$ cat src/gppc_pkg.sv
// Package for the general-purpose pin control block: offsets, fields, reset values.
// Assumes a 32-bit APB register bus with byte addresses.
package gppc_pkg;

  localparam int GPPC_ADDR_W = 12;

  // Register byte offsets
  localparam logic [11:0] GPPC_OFS_CTRL = 12'h0FC;
  localparam logic [11:0] GPPC_OFS_EVT_SET = 12'h080;
  localparam logic [11:0] GPPC_OFS_EVT_CLR = 12'h084;
  localparam logic [11:0] GPPC_OFS_MSK_SET = 12'h088;
  localparam logic [11:0] GPPC_OFS_MSK_CLR = 12'h08C;

  // Control register field positions
  localparam int GPPC_BIT_EVT_EN3 = 31;
  localparam int GPPC_BIT_FLIP3 = 29;
  localparam int GPPC_BIT_OE3 = 28;
  localparam int GPPC_BIT_LVL3 = 24;
  localparam int GPPC_BIT_EVT_EN2 = 23;
  localparam int GPPC_BIT_FLIP2 = 21;
  localparam int GPPC_BIT_OE2 = 20;
  localparam int GPPC_BIT_LVL2 = 16;

  // Event and mask register field positions
  localparam int GPPC_EVT_PIN2 = 0;
  localparam int GPPC_EVT_PIN3 = 1;
  localparam int GPPC_EVT_W = 2;

  // Reset values
  localparam logic [31:0] GPPC_CTRL_RST = 32'h0000_0000;
  localparam logic [1:0] GPPC_EVT_RST = 2'h0;
  localparam logic [1:0] GPPC_MSK_RST = 2'h0;

endpackage

$ cat src/gppc_pin.sv
// One general-purpose pin: input synchroniser, level-change detector, output drive.
// Assumes pin_in comes straight from the pad, asynchronous to clk.
`timescale 1ns/1ps
module gppc_pin
  import gppc_pkg::*;
(
  // Clock and reset
  input wire logic clk,
  input wire logic rst_n,
  // Pad side
  input wire logic pin_in,
  output logic pin_out,
  output logic pin_oe_n,
  // Control
  input wire logic flip,
  input wire logic drive_en,
  input wire logic drive_lvl,
  // Status
  output logic level,
  output logic change
);

  logic sync1_r;
  logic sync2_r;
  logic prev_r;

  // Two-stage synchroniser; first stage read only by the second
  always_ff @(posedge clk or negedge rst_n) begin
    if (!rst_n) begin
      sync1_r <= 1'b0;
      sync2_r <= 1'b0;
    end else begin
      sync1_r <= pin_in;
      sync2_r <= sync1_r;
    end
  end

  always_ff @(posedge clk or negedge rst_n) begin
    if (!rst_n) begin
      prev_r <= 1'b0;
    end else begin
      prev_r <= level;
    end
  end

  // Logical level seen by software, after polarity flip
  assign level = sync2_r ^ flip;
  // One-cycle pulse per change of level, whether from the synchronised input or from flip
  assign change = sync2_r ^ prev_r ^ flip;

  always_ff @(posedge clk or negedge rst_n) begin
    if (!rst_n) begin
      pin_out <= 1'b0;
      pin_oe_n <= 1'b1;
    end else begin
      pin_out <= drive_lvl ^ flip;
      pin_oe_n <= ~drive_en;
    end
  end

endmodule // gppc_pin

$ cat src/gppc_top.sv
// General-purpose pin control: two pins, control register, event and mask registers.
// Assumes an APB master on clk; pads resolve level from pin_*_out and pin_*_oe_n.
//
// Operation
// - With the pin-three event enable set, every level change of pin three sets its event.
// - With the pin-two event enable set, every level change of pin two sets its event.
// - Pin events are kept in the event register and gated by the mask register.
// - Bit 29 inverts the polarity of pin three.
// - Bit 21 inverts the polarity of pin two.
// - Pin three is driven only while bit 28 is set, otherwise it floats.
// - Pin two is driven only while bit 20 is set, otherwise it floats.
// - Reading bit 24 returns the present pin-three input level.
// - Writing bit 24 sets the level driven on pin three when enabled.
// - Reading bit 16 returns the present pin-two input level.
// - Writing bit 16 sets the level driven on pin two when enabled.
// - Reserved control bits ignore writes and read as zero.
// - A one written to a clear address clears that bit, a zero leaves it.
//
// Our own choice: the APB slave port.
`timescale 1ns/1ps
module gppc_top
  import gppc_pkg::*;
(
  // Clock and reset
  input wire logic clk,
  input wire logic rst_n,
  // APB slave
  input wire logic psel,
  input wire logic penable,
  input wire logic pwrite,
  input wire logic [11:0] paddr,
  input wire logic [31:0] pwdata,
  output logic [31:0] prdata,
  output logic pready,
  output logic pslverr,
  // Pin two
  input wire logic general_pin_two_in,
  output logic general_pin_two_out,
  output logic general_pin_two_oe_n,
  // Pin three
  input wire logic general_pin_three_in,
  output logic general_pin_three_out,
  output logic general_pin_three_oe_n,
  // Interrupt
  output logic irq
);

  logic pin_three_event_enable_r;
  logic pin_three_polarity_flip_r;
  logic pin_three_output_enable_r;
  logic pin_three_level_r;
  logic pin_two_event_enable_r;
  logic pin_two_polarity_flip_r;
  logic pin_two_output_enable_r;
  logic pin_two_level_r;
  logic [1:0] evt_r;
  logic [1:0] msk_r;
  logic [1:0] evt_nxt;
  logic [1:0] msk_nxt;
  logic [1:0] hit;
  logic [31:0] rdata_nxt;
  logic lvl_two;
  logic lvl_three;
  logic chg_two;
  logic chg_three;
  logic wr;
  logic rd;
  logic known;

  assign wr = psel && penable && pwrite;
  assign rd = psel && penable && !pwrite;
  assign known = (paddr == GPPC_OFS_CTRL) || (paddr == GPPC_OFS_EVT_SET) ||
                 (paddr == GPPC_OFS_EVT_CLR) || (paddr == GPPC_OFS_MSK_SET) ||
                 (paddr == GPPC_OFS_MSK_CLR);

  // Zero-wait slave; unmapped addresses answer with an error
  assign pready = 1'b1;
  assign pslverr = psel && penable && !known;

  gppc_pin u_pin_two (
    .clk(clk),
    .rst_n(rst_n),
    .pin_in(general_pin_two_in),
    .pin_out(general_pin_two_out),
    .pin_oe_n(general_pin_two_oe_n),
    .flip(pin_two_polarity_flip_r),
    .drive_en(pin_two_output_enable_r),
    .drive_lvl(pin_two_level_r),
    .level(lvl_two),
    .change(chg_two)
  );

  gppc_pin u_pin_three (
    .clk(clk),
    .rst_n(rst_n),
    .pin_in(general_pin_three_in),
    .pin_out(general_pin_three_out),
    .pin_oe_n(general_pin_three_oe_n),
    .flip(pin_three_polarity_flip_r),
    .drive_en(pin_three_output_enable_r),
    .drive_lvl(pin_three_level_r),
    .level(lvl_three),
    .change(chg_three)
  );

  // Control register; only documented fields exist, reserved bits are not stored
  always_ff @(posedge clk or negedge rst_n) begin
    if (!rst_n) begin
      pin_three_event_enable_r <= GPPC_CTRL_RST[GPPC_BIT_EVT_EN3];
      pin_three_polarity_flip_r <= GPPC_CTRL_RST[GPPC_BIT_FLIP3];
      pin_three_output_enable_r <= GPPC_CTRL_RST[GPPC_BIT_OE3];
      pin_three_level_r <= GPPC_CTRL_RST[GPPC_BIT_LVL3];
      pin_two_event_enable_r <= GPPC_CTRL_RST[GPPC_BIT_EVT_EN2];
      pin_two_polarity_flip_r <= GPPC_CTRL_RST[GPPC_BIT_FLIP2];
      pin_two_output_enable_r <= GPPC_CTRL_RST[GPPC_BIT_OE2];
      pin_two_level_r <= GPPC_CTRL_RST[GPPC_BIT_LVL2];
    end else if (wr && paddr == GPPC_OFS_CTRL) begin
      pin_three_event_enable_r <= pwdata[GPPC_BIT_EVT_EN3];
      pin_three_polarity_flip_r <= pwdata[GPPC_BIT_FLIP3];
      pin_three_output_enable_r <= pwdata[GPPC_BIT_OE3];
      pin_three_level_r <= pwdata[GPPC_BIT_LVL3];
      pin_two_event_enable_r <= pwdata[GPPC_BIT_EVT_EN2];
      pin_two_polarity_flip_r <= pwdata[GPPC_BIT_FLIP2];
      pin_two_output_enable_r <= pwdata[GPPC_BIT_OE2];
      pin_two_level_r <= pwdata[GPPC_BIT_LVL2];
    end
  end

  // Enabled level changes become events
  always_comb begin
    hit = 2'h0;
    hit[GPPC_EVT_PIN3] = chg_three && pin_three_event_enable_r;
    hit[GPPC_EVT_PIN2] = chg_two && pin_two_event_enable_r;
  end

  // Event set/clear; a new event wins over a clear in the same cycle
  always_comb begin
    evt_nxt = evt_r;
    if (wr && paddr == GPPC_OFS_EVT_SET) begin
      evt_nxt = evt_nxt | pwdata[GPPC_EVT_W-1:0];
    end
    if (wr && paddr == GPPC_OFS_EVT_CLR) begin
      evt_nxt = evt_nxt & ~pwdata[GPPC_EVT_W-1:0];
    end
    evt_nxt = evt_nxt | hit;
  end

  always_comb begin
    msk_nxt = msk_r;
    if (wr && paddr == GPPC_OFS_MSK_SET) begin
      msk_nxt = msk_nxt | pwdata[GPPC_EVT_W-1:0];
    end
    if (wr && paddr == GPPC_OFS_MSK_CLR) begin
      msk_nxt = msk_nxt & ~pwdata[GPPC_EVT_W-1:0];
    end
  end

  always_ff @(posedge clk or negedge rst_n) begin
    if (!rst_n) begin
      evt_r <= GPPC_EVT_RST;
    end else begin
      evt_r <= evt_nxt;
    end
  end

  always_ff @(posedge clk or negedge rst_n) begin
    if (!rst_n) begin
      msk_r <= GPPC_MSK_RST;
    end else begin
      msk_r <= msk_nxt;
    end
  end

  // Interrupt output is high while an unmasked event is pending
  always_ff @(posedge clk or negedge rst_n) begin
    if (!rst_n) begin
      irq <= 1'b0;
    end else begin
      irq <= |(evt_nxt & msk_nxt);
    end
  end

  // Read mux; clear address of the event register returns the masked view
  always_comb begin
    rdata_nxt = 32'h0000_0000;
    unique case (paddr)
      GPPC_OFS_CTRL: begin
        rdata_nxt[GPPC_BIT_EVT_EN3] = pin_three_event_enable_r;
        rdata_nxt[GPPC_BIT_FLIP3] = pin_three_polarity_flip_r;
        rdata_nxt[GPPC_BIT_OE3] = pin_three_output_enable_r;
        rdata_nxt[GPPC_BIT_LVL3] = lvl_three;
        rdata_nxt[GPPC_BIT_EVT_EN2] = pin_two_event_enable_r;
        rdata_nxt[GPPC_BIT_FLIP2] = pin_two_polarity_flip_r;
        rdata_nxt[GPPC_BIT_OE2] = pin_two_output_enable_r;
        rdata_nxt[GPPC_BIT_LVL2] = lvl_two;
      end
      GPPC_OFS_EVT_SET: begin
        rdata_nxt[GPPC_EVT_W-1:0] = evt_r;
      end
      GPPC_OFS_EVT_CLR: begin
        rdata_nxt[GPPC_EVT_W-1:0] = evt_r & msk_r;
      end
      GPPC_OFS_MSK_SET, GPPC_OFS_MSK_CLR: begin
        rdata_nxt[GPPC_EVT_W-1:0] = msk_r;
      end
      default: begin
        rdata_nxt = 32'h0000_0000;
      end
    endcase
  end

  // Read data registered in the setup cycle so it is stable during access
  always_ff @(posedge clk or negedge rst_n) begin
    if (!rst_n) begin
      prdata <= 32'h0000_0000;
    end else if (psel && !penable && !pwrite) begin
      prdata <= rdata_nxt;
    end
  end

endmodule // gppc_top

$ cat config.mk
export PLATFORM = sky130hd
export DESIGN_NAME = gppc_top
export DESIGN_NICKNAME = d
export VERILOG_FILES = /design/src/gppc_pkg.sv /design/src/gppc_pin.sv /design/src/gppc_top.sv
export SDC_FILE = /design/constraint.sdc
export NUM_CORES = 1
export LEC_CHECK = 0
export ABC_AREA = 1
export BUFFER_PORTS_ARGS = -buffer_cell sky130_fd_sc_hd__buf_2
export CAP_MARGIN = 15
export CELL_PAD_IN_SITES_DETAIL_PLACEMENT = 1
export CELL_PAD_IN_SITES_GLOBAL_PLACEMENT = 1
export CORE_MARGIN = 2
export CORE_UTILIZATION = 35
export CTS_BUF_LIST = sky130_fd_sc_hd__clkbuf_8
export CTS_CLUSTER_SIZE = 25
export DETAILED_ROUTE_END_ITERATION = 7
export PLACE_DENSITY_LB_ADDON = 0.1
export RECOVER_POWER = 50
export REMOVE_ABC_BUFFERS = 1
export SYNTH_ARGS = -nofsm -noshare
export SYNTH_HDL_FRONTEND = slang
export SYNTH_SLANG_ARGS = --single-unit
$ cat constraint.sdc
create_clock -name clk -period 4.35 [get_ports clk]
set_clock_uncertainty 0.15 [all_clocks]
set_input_delay 0.2175 -clock clk [delete_from_list [all_inputs] [get_ports clk]]
set_output_delay 0.2175 -clock clk [all_outputs]
set_load 0.1 [all_outputs]
### After elaboration in Yosys (flattened, before gate mapping)

Index checks and enable logic that the tools add are counted.
W data, S select, Z words.

* bits in registers: 33
* word-level logic and storage cells: 76

* equal/unequal tests: 5
* multiplexer cells: 10
* bitwise operators: 18
* reduce and logical (&&, ||, !) cells: 21

Operator list (count)
* $eq A12 B8 Y1 const B: 5
* $mux W2: 7
* $logic_and A1 B1 Y1: 12
* $and A2 B2 Y2: 4
* $xor A1 B1 Y1: 8
* $or A2 B2 Y2: 3
* $pmux W2 S3: 1
* $logic_or A1 B1 Y1: 4
* $reduce_or A2 Y1: 2
* $logic_not A1 Y1: 3
* $mux W1: 2
* $not A1 Y1: 2
* $not A2 Y2: 1

### Longest topological paths before layout

* depth in word-level cells: 9
* depth in mapped cells: 10
* gate-level depth less buffers: 10

### Modules after synthesis

A second synthesis with hierarchy kept.

* cell total of the unflattened synthesis: 220
* area total of the unflattened synthesis: 1793.0 µm²

Modules (own cells, without submodules)
* gppc_top: instances 1, cells each 184, area each 1422.6 µm²
* gppc_pin: instances 2, cells each 18, area each 185.2 µm²

### Worst setup path after synthesis

Ideal clock, no wire load.

* path kind: input to output
* start point: input paddr[0]
* end point: output pslverr
* arrival time: 2.730 ns
* data required time: 3.983 ns
* setup slack: 1.252 ns
* stages on the path: 6
* path buffers: 0
* path through: inv_1 -> nand2_1 -> nor2_1 -> o21ai_0 -> o21ai_0 -> nor3_1

* longest elaborated chain between the ends: 7

RTL lines
* start, declared: line gppc_top.sv:31 `input wire logic [11:0] paddr,`
* $eq A12 B8 Y1: line gppc_top.sv:72 `assign known = (paddr == GPPC_OFS_CTRL) || (paddr == GPPC_OFS_EVT_SET) ||`
* $logic_or A1 B1 Y1 (2 in series): line gppc_top.sv:72
* $logic_or A1 B1 Y1: line gppc_top.sv:73 `(paddr == GPPC_OFS_EVT_CLR) || (paddr == GPPC_OFS_MSK_SET) ||`
* $logic_or A1 B1 Y1 (*): line gppc_top.sv:73
* $logic_not A1 Y1 (*): line gppc_top.sv:78 `assign pslverr = psel && penable && !known;`
* $logic_and A1 B1 Y1 (*): line gppc_top.sv:78
* end, declared: line gppc_top.sv:35 `output logic pslverr,`

Mark *: on every way between the ends. The rest lies on a longest branch, timed or not.

### Worst setup path after layout

Ends and elaborated chain as after synthesis.

==> summary.txt <==
Syn Inst Count: 200
Max-cap viol count: 1
Core ar.: 4720 um^2
Die area: 5450 um^2
Synthesized cell area: 1710 um^2
Final Hold Viols: 0
Max_slew headroom: -0.139
Setup bufs post-CTS: 0
Die W: 73.8 um
Final setup fails: 0
TritonCTS buffer count: 5
# IOs: 90
Initial antenna violation count: 0
Area after DPL: 1890 um^2
Yosys top cell by area: dfrtp_1
Final Cycle Share: 0.518
Largest net degree at the start of global routing: 34
Reg with most FFs: prdata
Die Height: 73.8 um
Area grow syn2layout: 15.6%
WS Path Type: in -> out
Worst EP required: 3.98 ns
Nets@finish: 300
R2R cell count: 7
Hold Path Depth: 3
Critical path launch point type: input pin
Share of cells above drive strength 1: 0.217
1st-iter DRT viols: 47
Synth warn: 0
Post-route ant nets: 0
Clock Sink Count: 33
Clock Latency Late Sink: 0.27 ns
CTS clk-pin slew, worst paths: 0.06 ns
Final min period: 2.26 ns
Seq/Total Area, Yosys: 0.486
First-pass GRT wire length: 5810 um
Gr ovfl total: 0
Critical path arrival: 1.89 ns
CTS tree: done
Outcome: finished with violations
Via-to-Cell Ratio: 4.39
Pleak: 1.10 nW
Peak VDD IR: 0.249 mV
Residual DRC: 0
Starting Density: 0.361
GPL Wtd Cong: 0.771
Inserted Diodes: 0
CTS max path bufs: 2
Max FFs per register: 10
Fin. max-slew vios: 34
DP HPWL: 2680 um
Seq cells post-synth: 33
Unrepaired setup endpoints after global routing: no
First-pass DRT Iterations: 4
Worst Hold Class: in -> reg
Setup crit end kind: output pin
Setup_tns: 0 ns
Final instance area: 1970 um^2
DR WL/cell: 10.9 um
Crit path max fanout: 9
Syn avg cell area: 8.53 um^2
P per Cell Area: 337 nW/um^2
DR vias: 1388
Area share of the largest cell type after synthesis: 0.455
Site Rows: 25
Number of port buffers: 44
Total wire length: 3450 um
Synth cell types: 22
Fmax: 0.443 GHz
Failing checks: max-capacitance violations, max-slew violations
Clk root buf: clkbuf_8
GRT Overall Usage: 0.142
H-tree levels: 2
Synth area leaders: dfrtp_1, nand2_1, buf_4
Top Registers: prdata (10), evt_r (2), msk_r (2)
Post_cts resized: 0
Vias in the first global route: 1355
Slew @ Worst Pin: 1.71 ns
[metal layers]
| layer | GRT usage | up-vias | share of wire |
|---|---|---|---|
| met5 | 0 | - | 0 |
| met4 | 0.0606 | 0 | 0.012 |
| met3 | 0.0329 | 4 | 0.055 |
| met2 | 0.243 | 43 | 0.50 |
| met1 | 0.168 | 659 | 0.44 |
| li1 | - | 682 | - |
[worst max-delay path, stage by stage]
cell	delay [ns]
buf_2	0.07
inv_1	0.03
nand2_1	0.13
nor2_1	0.11
nand2_1	0.34
clkinvlp_2	0.32
nor3_1	0.21
buf_2	0.45
[final timing paths]
path / from / end / slack, ns
hold / removal: pwdata[23] / pin_two_event_enable_r$_DFFE_PN0P_ / 0.03
setup reg to reg: pin_three_polarity_flip_r$_DFFE_PN0P_ / irq$_DFF_PN0_ / 2.81
setup / recovery: paddr[0] / pslverr / 2.09
hold reg to reg: u_pin_two.sync1_r$_DFF_PN0_ / u_pin_two.sync2_r$_DFF_PN0_ / 0.20
min in group asynchronous: rst_n / u_pin_two.sync1_r$_DFF_PN0_ / 0.77
max in group asynchronous: rst_n / prdata[16]$_DFFE_PN0P_ / 2.29
[repair_timing]
item / 4_1_cts / 5_1_grt
hold endpoints to repair: 33 / 0
hold buffers: 3 / 0
setup endpoints to repair: 0 / 0
[kinds of logic (layout without fill, tap and decap cells)]
kind of cell / Yosys count / in the layout / synth area share
DFF: 33 / 33 / 0.486
buffers and inverters: 50 / 78 / 0.170
xor gates and xnor gates: 5 / 5 / 0.0257
AOI/OAI and AO/OA: 16 / 16 / 0.0558
and+or+nand+nor: 94 / 94 / 0.258
other: 2 / 23 / 0.00440
[stage by stage]
| step | setup slack, ns | power [mW] | cells | utilization | hold slack, ns |
|---|---|---|---|---|---|
| 2_1_floorplan | 1.25 | 0.422 | 195 | - | -0.228 |
| 3_5_place_dp | 2.50 | 0.447 | 306 | 0.401 | 0.176 |
| 6_report | 2.09 | 0.664 | 316 | 0.417 | 0.0341 |
| 4_1_cts | 2.49 | 0.673 | 316 | 0.425 | 0.0293 |
| 5_1_grt | 1.85 | 0.690 | 316 | 0.417 | 0.0509 |
| 3_3_place_gp | 2.50 | 0.446 | 306 | 0.401 | 0.175 |
[synthesized netlist by cell type]
library cell,number
inv_1,23
dfstp_2,2
clkbuf_1,1
o31ai_1,6
dfrtp_1,31
nor3_1,2
buf_6,1
conb_1,2
nand2_4,2
xnor2_1,3
nor2_1,14
nand2_2,1
buf_4,24
a21oi_1,6
nand4_1,9
nor2_4,4
or2_2,1
nand2_1,51
o21ai_0,4
inv_6,1
nand3_1,10
xor2_1,2
[cells in the final DEF, fill, tap and decap left out]
master	instances
o21ai_0	4
nand4_1	9
conb_1	23
a21oi_1	6
clkbuf_1	2
nand3_1	10
nand2_1	54
xnor2_1	3
dfstp_2	2
nor3_1	2
xor2_1	2
inv_1	24
clkbuf_8	6
nor2_1	16
buf_2	42
dlygate4sd3_1	3
or2_2	1
clkinvlp_2	1
o31ai_1	6
dfrtp_1	31
nor2_4	2
[cell type report]
class / count / area (um^2)
clock buffers: 6 / 82.6
well taps: 67 / 83.8
fillers: 590 / 2750
flip-flops and latches: 33 / 828
inverters: 24 / 91.3
clock inverters: 1 / 3.75
multi-input cells: 138 / 633
repair buffers: 47 / 248
[report_power, final]
part / total [mW] / internal, mW / switching [mW]
registers: 0.311 / 0.310 / 0.00123
clock network: 0.223 / 0.123 / 0.100
logic: 0.129 / 0.0156 / 0.114
total: 0.664 / 0.449 / 0.215
Power figures use the tool's default switching activity.
